File: config.mk
export PLATFORM = sky130hd
export DESIGN_NAME = cbd_top
export DESIGN_NICKNAME = d
export VERILOG_FILES = /design/src/inc/cbd_pkg.sv /design/src/inc/cbd_fifo_if.sv /design/src/design/cbd_top.sv /design/src/design/cbd_fifo.sv
export VERILOG_INCLUDE_DIRS = /design/src /design/src/inc
export SDC_FILE = /design/constraint.sdc
export NUM_CORES = 1
export LEC_CHECK = 0
export BUFFER_PORTS_ARGS = -buffer_cell sky130_fd_sc_hd__clkbuf_2
export CORE_MARGIN = 2
export CORE_UTILIZATION = 35
export DETAILED_ROUTE_END_ITERATION = 10
export PLACE_DENSITY_LB_ADDON = 0.3
export SKIP_CTS_REPAIR_TIMING = 1
export SLEW_MARGIN = 30
export SYNTH_ARGS = -nofsm -noshare
export SYNTH_HDL_FRONTEND = slang
export SYNTH_SLANG_ARGS = --single-unit
File: constraint.sdc
create_clock -name clk -period 9 [get_ports clk]
set_input_delay 1.8 -clock clk [delete_from_list [all_inputs] [get_ports clk]]
set_output_delay 1.8 -clock clk [all_outputs]
set_load 0.005 [all_outputs]
File: src/inc/cbd_defines.svh
`ifndef CBD_DEFINES_SVH
`define CBD_DEFINES_SVH

// fast command characters
`define CBD_K28_3          8'h7c
`define CBD_D11_1          8'h2b
`define CBD_D11_2          8'h4b
`define CBD_D11_3          8'h6b
`define CBD_D11_4          8'h8b

// calibration trigger register
`define CBD_CALIB_RESET    16'h0000
`define CBD_CALIB_LSB      0
`define CBD_CALIB_MSB      3

// block command type codes
`define CBD_T_POWER        16'h0002
`define CBD_T_RESET        16'h0004
`define CBD_T_MODE         16'h0006
`define CBD_T_PULSE        16'h0008
`define CBD_T_UPLOAD       16'h000a
`define CBD_T_SLAB         16'h000c

// block command data words
`define CBD_D_READ         16'h1000
`define CBD_PWR_OFF        16'h0000
`define CBD_PWR_ON         16'h0001
`define CBD_PWR_AUTO       16'h0002
`define CBD_RST_DEV        16'h0001
`define CBD_RST_SLAB       16'h0002
`define CBD_RST_ALL        16'h0004
`define CBD_RST_SC         16'h0008
`define CBD_MODE_SLEEP     16'h0001
`define CBD_MODE_READY     16'h0002
`define CBD_PP_ALL         16'h0020
`define CBD_PP_MASK        16'h001f
`define CBD_SLAB_SEL_MASK  16'h000f
`define CBD_SLAB_LEGAL     16'h010f
`define CBD_SLAB_SET_BIT   8

// power register fields
`define CBD_PWR_SLAB_BIT   0
`define CBD_PWR_AUTO_BIT   1

// timing
`define CBD_CLK_PERIOD_NS  10
`define CBD_OP_TIME_NS     40
`define CBD_CALIB_TIME_NS  640
`define CBD_OP_CYCLES      ((`CBD_OP_TIME_NS + `CBD_CLK_PERIOD_NS - 1) / `CBD_CLK_PERIOD_NS)
`define CBD_CALIB_CYCLES   ((`CBD_CALIB_TIME_NS + `CBD_CLK_PERIOD_NS - 1) / `CBD_CLK_PERIOD_NS)

`endif

File: src/inc/cbd_pkg.sv
package cbd_pkg;

	typedef enum logic [2:0]
	{
		CBD_IDLE   = 3'b000,
		CBD_ACTIVE = 3'b001,
		CBD_POWER  = 3'b010,
		CBD_RESET  = 3'b011,
		CBD_MODE   = 3'b100,
		CBD_UPLOAD = 3'b101,
		CBD_SLAB   = 3'b110
	} cbd_state_t;

	typedef enum logic [1:0]
	{
		CBD_MODE_NONE  = 2'b00,
		CBD_MODE_SLEEP = 2'b01,
		CBD_MODE_READY = 2'b10
	} cbd_mode_t;

endpackage

File: src/inc/cbd_fifo_if.sv
`timescale 1ns/1ps
interface cbd_fifo_if #(parameter int W = 32);
	logic         wr_valid;
	logic         wr_ready;
	logic [W-1:0] wr_data;
	logic         rd_valid;
	logic         rd_ready;
	logic [W-1:0] rd_data;

	modport fifo (input wr_valid, input wr_data, output wr_ready,
		output rd_valid, output rd_data, input rd_ready);
	modport user (output wr_valid, output wr_data, input wr_ready,
		input rd_valid, input rd_data, output rd_ready);
endinterface

File: src/design/cbd_top.sv
`timescale 1ns/1ps
`include "cbd_defines.svh"

// Operation
// - calibration trigger register is 16 bits; flags in 3..0, rest zero, resets zero
// - fast data D11.4 sets calib_flag3: charge injection, external trigger
// - fast data D11.3 sets calib_flag2: LED light, external trigger
// - fast data D11.2 sets calib_flag1: charge injection, internal trigger
// - fast data D11.1 sets calib_flag0: LED light calibration run
// - executed flag clears itself and enters ACTIVE; a zero flag does nothing
// - trigger register unreadable by link; its state shown in general status
// - type 0x0002: data 0 power off, 1 power on, 2 automatic control
// - type 0x0004: resets device, slabs, all, slow-control; 0x1000 reads back
// - type 0x0006: data 1 SLEEP, 2 READY; 0x1000 reads mode register
// - type 0x0008: one-hot power pulsing enables, 0x0020 all; no state change
// - type 0x000A: controller sends vectors, device stores; 0x1000 returns one
// - type 0x000C: one-hot slab in bits 3..0, bit 8 picks set 1
// - non-idle operation runs uninterrupted except resets, then returns to IDLE
// - automatic power bit clears when slab power goes zero; needs slab power
module cbd_top #(
	parameter int FIFO_DEPTH   = 16,
	parameter int SC_DEPTH     = 16,
	parameter int OP_CYCLES    = `CBD_OP_CYCLES,
	parameter int CALIB_CYCLES = `CBD_CALIB_CYCLES
) (
	// clock and reset
	input  wire logic               clk,
	input  wire logic               rst_n,
	// link pins
	input  wire logic               lnk_clk,
	input  wire logic               lnk_fast_vld,
	input  wire logic [7:0]         lnk_comma,
	input  wire logic [7:0]         lnk_dchar,
	input  wire logic               lnk_blk_vld,
	input  wire logic [15:0]        lnk_blk_type,
	input  wire logic [15:0]        lnk_blk_data,
	output logic                    lnk_blk_rdy,
	// device state
	output cbd_pkg::cbd_state_t     dev_state,
	output logic [15:0]             gen_status,
	output logic [3:0]              calib_run,
	// power, reset and mode controls
	output logic                    pwr_slab,
	output logic                    pwr_auto,
	output logic [3:0]              rst_pulse,
	output cbd_pkg::cbd_mode_t      det_mode,
	output logic [4:0]              pp_en,
	// slab load
	output logic [3:0]              slab_sel,
	output logic                    slab_set,
	output logic                    slab_load,
	// readback answers
	output logic                    rsp_vld,
	output logic [15:0]             rsp_data
);
	import cbd_pkg::*;

	localparam int SAW = $clog2(SC_DEPTH);
	localparam int PW  = 50;

	cbd_fifo_if #(.W(32)) fif ();

	logic            lclk_s1_ff, lclk_s2_ff, lclk_s3_ff;
	logic [PW-1:0]   pin_s1_ff, pin_s2_ff;
	logic            lnk_rise;
	logic            fast_vld_s, blk_vld_s;
	logic [7:0]      comma_s, dchar_s;
	logic [15:0]     type_s, data_s;
	logic            push_ff;
	logic [31:0]     push_data_ff;
	logic            rdy_ff;
	logic [15:0]     calib_ff, nxt_calib_ff;
	logic [3:0]      calib_set, calib_clr, calib_pick;
	logic            calib_go;
	cbd_state_t      state_ff;
	logic [15:0]     timer_ff;
	logic [15:0]     hd_type, hd_data;
	logic            is_rst, take;
	logic            c_pwr, c_rst, c_mode, c_pp, c_up, c_slab, c_read;
	logic            pwr_slab_ff, pwr_auto_ff;
	logic [3:0]      rst_pulse_ff, rst_reg_ff;
	cbd_mode_t       mode_ff;
	logic [4:0]      pp_ff;
	logic [15:0]     sc_mem_ff [SC_DEPTH];
	logic [SAW-1:0]  sc_wr_ff, sc_rd_ff;
	logic [3:0]      slab_sel_ff;
	logic            slab_set_ff, slab_load_ff;
	logic [3:0]      run_ff;
	logic            rsp_vld_ff;
	logic [15:0]     rsp_data_ff;
	logic [15:0]     status_ff;

	// link pins are sampled twice before use
	always_ff @(posedge clk)
	begin
		if (!rst_n)
		begin
			lclk_s1_ff <= 1'b0;
			lclk_s2_ff <= 1'b0;
			lclk_s3_ff <= 1'b0;
			pin_s1_ff  <= '0;
			pin_s2_ff  <= '0;
		end
		else
		begin
			lclk_s1_ff <= lnk_clk;
			lclk_s2_ff <= lclk_s1_ff;
			lclk_s3_ff <= lclk_s2_ff;
			pin_s1_ff  <= {lnk_fast_vld, lnk_comma, lnk_dchar, lnk_blk_vld,
				lnk_blk_type, lnk_blk_data};
			pin_s2_ff  <= pin_s1_ff;
		end
	end

	assign lnk_rise = lclk_s2_ff & ~lclk_s3_ff;
	assign {fast_vld_s, comma_s, dchar_s, blk_vld_s, type_s, data_s} = pin_s2_ff;

	// fast command decode into the calibration trigger flags
	always_comb
	begin
		calib_set = 4'h0;
		if (lnk_rise && fast_vld_s && comma_s == `CBD_K28_3)
		begin
			case (dchar_s)
				`CBD_D11_4: calib_set = 4'h8;
				`CBD_D11_3: calib_set = 4'h4;
				`CBD_D11_2: calib_set = 4'h2;
				`CBD_D11_1: calib_set = 4'h1;
				default:    calib_set = 4'h0;
			endcase
		end
	end

	// only a set flag starts a run; lowest pending flag goes first
	assign calib_pick = calib_ff[3:0] & (~calib_ff[3:0] + 4'h1);
	assign calib_go   = (state_ff == CBD_IDLE) && (calib_ff[3:0] != 4'h0) && !take;
	assign calib_clr  = calib_go ? calib_pick : 4'h0;

	// a new setting wins over a clear in the same cycle
	always_comb
	begin
		nxt_calib_ff                                = `CBD_CALIB_RESET;
		nxt_calib_ff[`CBD_CALIB_MSB:`CBD_CALIB_LSB] = (calib_ff[3:0] & ~calib_clr)
			| calib_set;
	end

	always_ff @(posedge clk)
	begin
		if (!rst_n)
			calib_ff <= `CBD_CALIB_RESET;
		else
			calib_ff <= nxt_calib_ff;
	end

	// block commands are queued; a full queue drops lnk_blk_rdy
	always_ff @(posedge clk)
	begin
		if (!rst_n)
		begin
			push_ff      <= 1'b0;
			push_data_ff <= 32'h0000_0000;
			rdy_ff       <= 1'b0;
		end
		else
		begin
			push_ff      <= lnk_rise & blk_vld_s;
			push_data_ff <= {type_s, data_s};
			rdy_ff       <= fif.wr_ready;
		end
	end

	assign fif.wr_valid = push_ff;
	assign fif.wr_data  = push_data_ff;

	cbd_fifo #(
		.W (32),
		.D (FIFO_DEPTH)
	) u_fifo (
		.clk   (clk),
		.rst_n (rst_n),
		.f     (fif)
	);

	// dispatch: a busy device only accepts resets
	assign hd_type    = fif.rd_data[31:16];
	assign hd_data    = fif.rd_data[15:0];
	assign is_rst     = (hd_type == `CBD_T_RESET);
	assign take       = fif.rd_valid && (((state_ff == CBD_IDLE) && (calib_ff[3:0] == 4'h0))
		|| is_rst);
	assign fif.rd_ready = take;

	always_comb
	begin
		c_pwr  = 1'b0;
		c_rst  = 1'b0;
		c_mode = 1'b0;
		c_pp   = 1'b0;
		c_up   = 1'b0;
		c_slab = 1'b0;
		c_read = 1'b0;
		if (take)
		begin
			case (hd_type)
				`CBD_T_POWER:
					if (hd_data == `CBD_D_READ)
						c_read = 1'b1;
					else
						c_pwr = (hd_data == `CBD_PWR_OFF) || (hd_data == `CBD_PWR_ON)
							|| (hd_data == `CBD_PWR_AUTO);
				`CBD_T_RESET:
					if (hd_data == `CBD_D_READ)
						c_read = 1'b1;
					else
						c_rst = (hd_data == `CBD_RST_DEV) || (hd_data == `CBD_RST_SLAB)
							|| (hd_data == `CBD_RST_ALL) || (hd_data == `CBD_RST_SC);
				`CBD_T_MODE:
					if (hd_data == `CBD_D_READ)
						c_read = 1'b1;
					else
						c_mode = (hd_data == `CBD_MODE_SLEEP)
							|| (hd_data == `CBD_MODE_READY);
				`CBD_T_PULSE:
					if (hd_data == `CBD_D_READ)
						c_read = 1'b1;
					else
						c_pp = (hd_data == `CBD_PP_ALL) || ($onehot(hd_data)
							&& ((hd_data & ~`CBD_PP_MASK) == 16'h0000));
				`CBD_T_UPLOAD:
					if (hd_data == `CBD_D_READ)
						c_read = 1'b1;
					else
						c_up = 1'b1;
				`CBD_T_SLAB:
					c_slab = $onehot(hd_data & `CBD_SLAB_SEL_MASK)
						&& ((hd_data & ~`CBD_SLAB_LEGAL) == 16'h0000);
				default: c_read = 1'b0;
			endcase
		end
	end

	// device state and operation timer
	always_ff @(posedge clk)
	begin
		if (!rst_n)
		begin
			state_ff <= CBD_IDLE;
			timer_ff <= 16'h0000;
		end
		else if (c_rst)
		begin
			state_ff <= CBD_RESET;
			timer_ff <= 16'(OP_CYCLES - 1);
		end
		else if (c_pwr || c_mode || c_up || c_slab)
		begin
			if (c_pwr)
				state_ff <= CBD_POWER;
			else if (c_mode)
				state_ff <= CBD_MODE;
			else if (c_up)
				state_ff <= CBD_UPLOAD;
			else
				state_ff <= CBD_SLAB;
			timer_ff <= 16'(OP_CYCLES - 1);
		end
		else if (calib_go)
		begin
			state_ff <= CBD_ACTIVE;
			timer_ff <= 16'(CALIB_CYCLES - 1);
		end
		else if (state_ff != CBD_IDLE)
		begin
			if (timer_ff == 16'h0000)
				state_ff <= CBD_IDLE;
			else
				timer_ff <= timer_ff - 16'h0001;
		end
	end

	// calibration run indication
	always_ff @(posedge clk)
	begin
		if (!rst_n)
			run_ff <= 4'h0;
		else if (calib_go)
			run_ff <= calib_pick;
		else if (c_rst || (state_ff == CBD_ACTIVE && timer_ff == 16'h0000))
			run_ff <= 4'h0;
	end

	// power register
	always_ff @(posedge clk)
	begin
		if (!rst_n)
		begin
			pwr_slab_ff <= 1'b0;
			pwr_auto_ff <= 1'b0;
		end
		else if (c_pwr)
		begin
			case (hd_data)
				`CBD_PWR_OFF:
				begin
					pwr_slab_ff <= 1'b0;
					pwr_auto_ff <= 1'b0;
				end
				`CBD_PWR_ON:   pwr_slab_ff <= 1'b1;
				`CBD_PWR_AUTO: pwr_auto_ff <= pwr_slab_ff;
				default:       pwr_slab_ff <= pwr_slab_ff;
			endcase
		end
	end

	// reset strobes and reset register
	always_ff @(posedge clk)
	begin
		if (!rst_n)
		begin
			rst_pulse_ff <= 4'h0;
			rst_reg_ff   <= 4'h0;
		end
		else
		begin
			rst_pulse_ff <= c_rst ? hd_data[3:0] : 4'h0;
			if (c_rst)
				rst_reg_ff <= hd_data[3:0];
		end
	end

	// detector mode and power pulsing
	always_ff @(posedge clk)
	begin
		if (!rst_n)
		begin
			mode_ff <= CBD_MODE_NONE;
			pp_ff   <= 5'h00;
		end
		else if (c_rst && (hd_data == `CBD_RST_DEV || hd_data == `CBD_RST_ALL))
		begin
			mode_ff <= CBD_MODE_NONE;
			pp_ff   <= 5'h00;
		end
		else
		begin
			if (c_mode)
				mode_ff <= (hd_data == `CBD_MODE_SLEEP) ? CBD_MODE_SLEEP
					: CBD_MODE_READY;
			if (c_pp)
				pp_ff <= (hd_data == `CBD_PP_ALL) ? 5'h1f : (pp_ff | hd_data[4:0]);
		end
	end

	// slow-control vector store
	always_ff @(posedge clk)
	begin
		if (c_up)
			sc_mem_ff[sc_wr_ff] <= hd_data;
	end

	always_ff @(posedge clk)
	begin
		if (!rst_n)
		begin
			sc_wr_ff <= '0;
			sc_rd_ff <= '0;
		end
		else if (c_rst && (hd_data == `CBD_RST_SC || hd_data == `CBD_RST_ALL))
		begin
			sc_wr_ff <= '0;
			sc_rd_ff <= '0;
		end
		else
		begin
			if (c_up)
				sc_wr_ff <= (sc_wr_ff == SAW'(SC_DEPTH - 1)) ? '0 : sc_wr_ff + 1'b1;
			if (c_read && hd_type == `CBD_T_UPLOAD)
				sc_rd_ff <= (sc_rd_ff == SAW'(SC_DEPTH - 1)) ? '0 : sc_rd_ff + 1'b1;
		end
	end

	// slab load request
	always_ff @(posedge clk)
	begin
		if (!rst_n)
		begin
			slab_sel_ff  <= 4'h0;
			slab_set_ff  <= 1'b0;
			slab_load_ff <= 1'b0;
		end
		else
		begin
			slab_load_ff <= c_slab;
			if (c_slab)
			begin
				slab_sel_ff <= hd_data[3:0];
				slab_set_ff <= hd_data[`CBD_SLAB_SET_BIT];
			end
		end
	end

	// readback answers; the trigger register has none
	always_ff @(posedge clk)
	begin
		if (!rst_n)
		begin
			rsp_vld_ff  <= 1'b0;
			rsp_data_ff <= 16'h0000;
		end
		else
		begin
			rsp_vld_ff <= c_read;
			if (c_read)
			begin
				case (hd_type)
					`CBD_T_POWER: rsp_data_ff <= {14'h0000, pwr_auto_ff, pwr_slab_ff};
					`CBD_T_RESET: rsp_data_ff <= {12'h000, rst_reg_ff};
					`CBD_T_MODE:  rsp_data_ff <= {14'h0000, mode_ff};
					`CBD_T_PULSE: rsp_data_ff <= {11'h000, pp_ff};
					`CBD_T_UPLOAD: rsp_data_ff <= sc_mem_ff[sc_rd_ff];
					default:      rsp_data_ff <= 16'h0000;
				endcase
			end
		end
	end

	// general status: pending flags, running calibration, state
	always_ff @(posedge clk)
	begin
		if (!rst_n)
			status_ff <= 16'h0000;
		else
			status_ff <= {5'h00, state_ff, run_ff, calib_ff[3:0]};
	end

	assign lnk_blk_rdy = rdy_ff;
	assign dev_state   = state_ff;
	assign gen_status  = status_ff;
	assign calib_run   = run_ff;
	assign pwr_slab    = pwr_slab_ff;
	assign pwr_auto    = pwr_auto_ff;
	assign rst_pulse   = rst_pulse_ff;
	assign det_mode    = mode_ff;
	assign pp_en       = pp_ff;
	assign slab_sel    = slab_sel_ff;
	assign slab_set    = slab_set_ff;
	assign slab_load   = slab_load_ff;
	assign rsp_vld     = rsp_vld_ff;
	assign rsp_data    = rsp_data_ff;
endmodule

File: src/design/cbd_fifo.sv
`timescale 1ns/1ps
module cbd_fifo #(
	parameter int W = 32,
	parameter int D = 16
) (
	// clock and reset
	input wire logic clk,
	input wire logic rst_n,
	// both sides
	cbd_fifo_if.fifo f
);
	localparam int AW = $clog2(D);

	logic [W-1:0] mem_ff [D];
	logic [AW-1:0] wr_ptr_ff;
	logic [AW-1:0] rd_ptr_ff;
	logic [AW:0]   cnt_ff;
	logic          push;
	logic          pop;

	assign f.wr_ready = (cnt_ff != (AW+1)'(D));
	assign f.rd_valid = (cnt_ff != '0);
	assign f.rd_data  = mem_ff[rd_ptr_ff];
	assign push       = f.wr_valid & f.wr_ready;
	assign pop        = f.rd_ready & f.rd_valid;

	always_ff @(posedge clk)
	begin
		if (push)
			mem_ff[wr_ptr_ff] <= f.wr_data;
	end

	always_ff @(posedge clk)
	begin
		if (!rst_n)
		begin
			wr_ptr_ff <= '0;
			rd_ptr_ff <= '0;
			cnt_ff    <= '0;
		end
		else
		begin
			if (push)
				wr_ptr_ff <= (wr_ptr_ff == AW'(D - 1)) ? '0 : wr_ptr_ff + 1'b1;
			if (pop)
				rd_ptr_ff <= (rd_ptr_ff == AW'(D - 1)) ? '0 : rd_ptr_ff + 1'b1;
			if (push && !pop)
				cnt_ff <= cnt_ff + 1'b1;
			else if (pop && !push)
				cnt_ff <= cnt_ff - 1'b1;
		end
	end
endmodule

### Yosys cells after proc, flatten, opt, wreduce, memory -nomap -nowiden

Memories as Yosys holds them, arrays and structs flattened. A register that Yosys moved wholly into a read port is not among the register bits.
Cells that the tools add are included.

* bits in registers: 241
* latch bits: 0
* input bits: 53
* ROM bits: 0
* RAM bits: 768
* memories kept: 2

* reduce and logical (&&, ||, !) cells: 62
* multiplexer cells: 57
* bitwise logic cells: 13
* divide/modulo/power cells: 0
* add/subtract/negate cells: 23
* magnitude comparators: 0
* shift operators: 0
* eq/ne operators: 27
* multipliers: 0

Memories
* u_fifo.mem_ff: words 16, width 32, rd ports 1, clocked after memory_dff 1, write ports 1, RTL line cbd_fifo.sv:14 `logic [W-1:0] mem_ff [D];`
* sc_mem_ff: words 16, width 16, rd ports 1, clocked after memory_dff 1, write ports 1, RTL line cbd_top.sv:84 `logic [15:0] sc_mem_ff [SC_DEPTH];`

Operators with widths (number)
* $pmux W16 S5: 1
* $eq A16 B4 Y1 const B: 4
* $logic_not A16 Y1: 4
* $eq A16 B3 Y1 const B: 3
* $mux W4: 12
* $eq A16 B2 Y1 const B: 2
* $eq A8 B7 Y1 const B: 3
* $mux W1: 24
* $add A4 B1 Y4 const B: 5
* $mux W6: 3
* $add A1 B1 Y2: 8
* $eq A16 B1 Y1 const B: 1
* $eq A16 B13 Y1 const B: 1
* $eq A16 B6 Y1 const B: 1
* $eq A4 B4 Y1 const B: 4
* $pmux W4 S4: 1
* $reduce_and A2 Y1: 8
* $sub A16 B1 Y16 const B: 1
* $mux W3: 5
* $mux W5: 3
* $logic_and A1 B1 Y1: 14
* $logic_or A1 B1 Y1: 13
* $add A2 B2 Y3: 4
* $mux W2: 6
* other kinds (30): 51

### Logic depth before layout (Yosys ltp)

* depth in word-level cells: 11
* mapped depth: 29
* gate-level depth less buffers: 25

### Modules after synthesis

A second synthesis with hierarchy kept.

* cell total of the unflattened synthesis: 2088
* area, all modules: 38206.6 µm²

Modules (own cells, without submodules)
* cbd_fifo: sequential area each 15715.1 µm², times used 1, area each 20076.8 µm², cells an instance 896
* cbd_top: sequential area each 12231.7 µm², times used 1, area each 18129.9 µm², cells an instance 1192

### Worst setup path before layout

OpenSTA, ideal clock, no wires.

* path kind: reg2reg
* start point: register (tool-made name)
* end point: register pp_ff[3], in the netlist pp_en[3]
* arrival time: 7.304 ns
* period minus slack after synthesis: 7.369 ns
* library setup time: 0.065 ns
* slack: 1.631 ns
* required time: 8.935 ns
* stages on the path, launching flop included: 28
* cells stage by stage: dfxtp_1 > buf_2 > buf_4 > buf_2 > buf_2 > mux4_2 > mux4_2 > inv_1 > fa_1 > inv_1 > ha_1 > inv_1 > fa_1 > inv_1 > fa_1 > inv_1 > fa_1 > fa_1 > fa_1 > inv_1 > fa_1 > nor4_1 > o21ai_0 > mux2i_1 > nand3_1 > nor4b_1 > a21oi_1 > nor2_1

RTL lines
* end signal: assignment: RTL line cbd_top.sv:349 `` pp_ff <= (hd_data == `CBD_PP_ALL) ? 5'h1f : (pp_ff | hd_data[4:0]); ``
* end: declaration: RTL line cbd_top.sv:83 `logic [4:0] pp_ff;`

==> flow_metrics.py <==
metrics = {
    "die": {
        "dieArea_mm2": 0.110,
        "row_count": 120,
        "chipWidth_um": 332,
        "io_pins": 113,
        "core_area_mm2": 0.107,
        "dieHeight_um": 332,
        "start_util": 0.352,
    },
    "synthesis": {
        "synthCells": 2144,
        "synth.top_cell.area_share": 0.613,
        "synth_seq_area_share": 0.743,
        "ys_ff_latch": 1012,
        "yosysWarnings": 0,
        "synth_largest_area_cell": "edfxtp_1",
        "synth_area_mm2": 0.0376,
        "async_flop_share": 0,
        "avgSynthCellArea_um2": 17.6,
        "ys_types": 83,
        "synth-edff-count": 768,
        "ys_top_cells_by_area": "edfxtp_1 61%, dfxtp_1 13%, mux4_2 9.2%, and2_1 2.5%, mux2i_1 1.1%",
        "dominantRegCellSynth": "edfxtp_1",
    },
    "sta": {
        "tightest_slew_ns": 0.975,
        "finalWorstSetupSlack_ns": 1.36,
        "min_period_ns": 7.64,
        "period_share": 0.848,
        "drv_slew": 0,
        "slew_headroom": 0.346,
        "setup_viol": 0,
        "finClkSkew_ns": 0.0622,
        "rsz0062_at_grt": "no",
        "tns_ns": 0,
        "hold_viol_final": 0,
        "max_clock_freq_mhz": 131,
    },
    "clock_network": {
        "cts_sinks": 1012,
        "numCtsBuffers": 102,
        "cts_root_buffer": "clkbuf_16",
        "clockBufferDepth": 3,
        "h-tree-depth": 3,
        "clock_latency_ns": 0.69,
        "clkTransAtPathRegs_ns": 0.06,
        "cts_tree": "done",
    },
    "critical_path": {
        "endpoint_kind": "flip-flop",
        "cp_common_cell": "fa_1",
        "crit_slowest_cell": "dfxtp_2",
        "worstPathRequired_ns": 9.62,
        "cp_max_fo": 30,
        "crit_path_start_kind": "flip-flop",
        "path_buf_inv": 6,
        "path_class": "reg -> reg",
        "arrival_ns": 8.25,
        "path_delay_family": "adder cells",
        "slowest_delay_ns": 0.71,
    },
    "grt": {
        "grt_usage": 0.155,
        "use_met1": 0.192,
        "grt_pass1_vias": 20500,
        "antenna_found_initial": 0,
        "gr-total-overflow": 0,
        "busiest_layer": "met2",
        "grt_start_max_net_pins": 95,
        "use_met3": 0.0238,
        "globalRouteMet2Util": 0.277,
        "grt_pass1_wl_um": 129000,
    },
    "place": {
        "placedInstanceArea_mm2": 0.0400,
        "dp_slack_ns": 1.11,
        "portBuffers": 107,
        "place_congestion": 0.879,
        "dp_hpwl_um": 50700,
    },
    "pwr": {
        "power.density_mw_per_mm2": 280,
        "internal_power_w": 0.00874,
        "netSwitchingPower_w": 0.00344,
        "ir_drop_mv": 0.291,
        "power_frac_seq": 0.443,
        "p_clk_frac": 0.351,
        "switching_share": 0.282,
        "share_comb_of_total_power": 0.206,
        "power.leakage_nw": 14.4,
        "total_power_w": 0.0122,
    },
    "detailed_routing": {
        "drt_iter0_markers": 1766,
        "wl_um": 85800,
        "drtAntennaViolNets": 0,
        "routedWlPerCell_um": 22.5,
        "vias_per_cell": 5.12,
        "drcViolationCount": 0,
        "first_pass_iters": 5,
        "vias": 19500,
    },
    "run": {
        "cap_violations": 0,
    },
    "status": {
        "status": "finished, final reports clean",
    },
    "worst_hold_path": {
        "hold_class": "reg -> reg",
    },
    "finish": {
        "design_area_mm2": 0.0435,
        "area_growth_pct": 15.5,
        "layout-drive-gt1-share": 0.220,
        "antenna_cells": 0,
        "nNetsFinal": 2408,
    },
}
==> registers in the layout, indices dropped and copies added, names as in the netlist, 5 cells and up, named ones only <==
signal,flops
sc_mem_ff,256
u_fifo.cnt_ff,5
pp_en,5
rsp_data,16
fif.wr_data,32
timer_ff,16
pin_s1_ff,50
gen_status,11
u_fifo.mem_ff,512
pin_s2_ff,50
==> cell usage after synthesis, types with 8 or more instances <==
library cell  number
a22oi_1           20
a21oi_1           49
nor3_1            31
nand2b_1           8
nor2_1            87
mux2i_1           40
o22ai_1            8
inv_1             48
nand3_1           40
buf_2             16
buf_1             15
and2_1           152
xor2_1            14
and3_1            17
nand4_1           23
nor2_4            10
nor2b_1           15
mux4_2           153
nor4_1            48
ha_1              27
or4_1             11
xnor2_1           11
fa_1              12
clkbuf_1          46
nand2_1           83
edfxtp_1         768
o21ai_0           14
or3_1              9
buf_4              9
dfxtp_1          244
==> cell usage in the layout, fill, tap and decap left out, drive strengths merged, types with 6 or more instances in the layout <==
| cell | instances |
|---|---|
| nand2b | 8 |
| nor2b | 15 |
| and3 | 17 |
| and2 | 152 |
| ha | 27 |
| buf | 49 |
| o22ai | 8 |
| edfxtp | 768 |
| nor4 | 49 |
| xor2 | 14 |
| fa | 12 |
| o21ai | 20 |
| or4 | 12 |
| a22oi | 20 |
| dfxtp | 244 |
| xnor2 | 11 |
| a31oi | 6 |
| inv | 55 |
| nand4 | 24 |
| or3 | 9 |
| nand3b | 6 |
| nand3 | 40 |
| a21oi | 49 |
| a221oi | 7 |
| nand2 | 84 |
| mux2i | 40 |
| mux4 | 156 |
| nor3 | 33 |
| clkinv | 34 |
| nor2 | 97 |
| bufinv | 8 |
| clkbuf | 250 |
==> stage by stage <==
stage	utilization	hold WS [ns]	instances
after detailed placement	0.374	0.418	3614
after floorplan	-	0.397	2148
final	0.407	0.422	3808
after global routing	0.407	0.444	3808
after CTS	0.406	0.430	3807
after global placement	0.374	0.415	3614
==> worst paths after layout <==
kind / startpoint / endpoint / slack, ns / cells after the start
max: flip-flop / pp_en[0] / 1.36 / 25
min: lclk_s3_ff / fif.wr_valid / 0.42 / 1
max reg2reg: flip-flop / pp_en[0] / 1.36 / 25
min reg2reg: lclk_s3_ff / fif.wr_valid / 0.42 / 1
==> metal layers <==
layer / vias up / part of all wire
met5: - / 0
met4: 0 / 0.030
met3: 153 / 0.042
met2: 488 / 0.52
met1: 10200 / 0.41
li1: 8665 / -
==> kinds of logic (layout without fill, tap and decap cells) <==
group / Yosys count / after routing / synth area share
AO/OA/AOI/OAI: 157 / 157 / 0.0285
XOR/XNOR: 25 / 25 / 0.00582
adder cells (fa/ha/maj): 39 / 39 / 0.0154
buffers and inverters: 142 / 399 / 0.0167
flip-flops: 1012 / 1012 / 0.743
multiplexers: 200 / 200 / 0.105
other: 1 / 5 / 0.0000996
AND/OR/NAND/NOR: 568 / 568 / 0.0855
==> power groups by stage <==
stage | logic [W] | registers [W] | clock network [W]
after CTS | 0.00247 | 0.00543 | 0.00436
final | 0.00251 | 0.00539 | 0.00427
after detailed placement | 0.00246 | 0.00553 | 0
after global routing | 0.00277 | 0.00541 | 0.00456
after global placement | 0.00233 | 0.00552 | 0
after floorplan | 0.00185 | 0.00542 | 0
==> worst register-to-register path: cells and delay by family, from the launching register on <==
kind / cells / cell delay (ns)
compound gates: 3 / 0.50
fa+ha+maj: 8 / 3.24
buf+inv: 6 / 0.97
flops: 1 / 0.71
mux: 3 / 0.93
simple gates: 5 / 1.23
==> final cells by class <==
type / instances / area [um2]
Clock buffer: 144 / 2910
Clock inverter: 49 / 542
Fill cell: 9540 / 63400
Inverter: 51 / 191
Multi-Input combinational cell: 994 / 9200
Sequential cell: 1012 / 28000
Tap cell: 1403 / 1760
Timing Repair Buffer: 155 / 915
No activity file was read; power rests on OpenSTA's default activity.
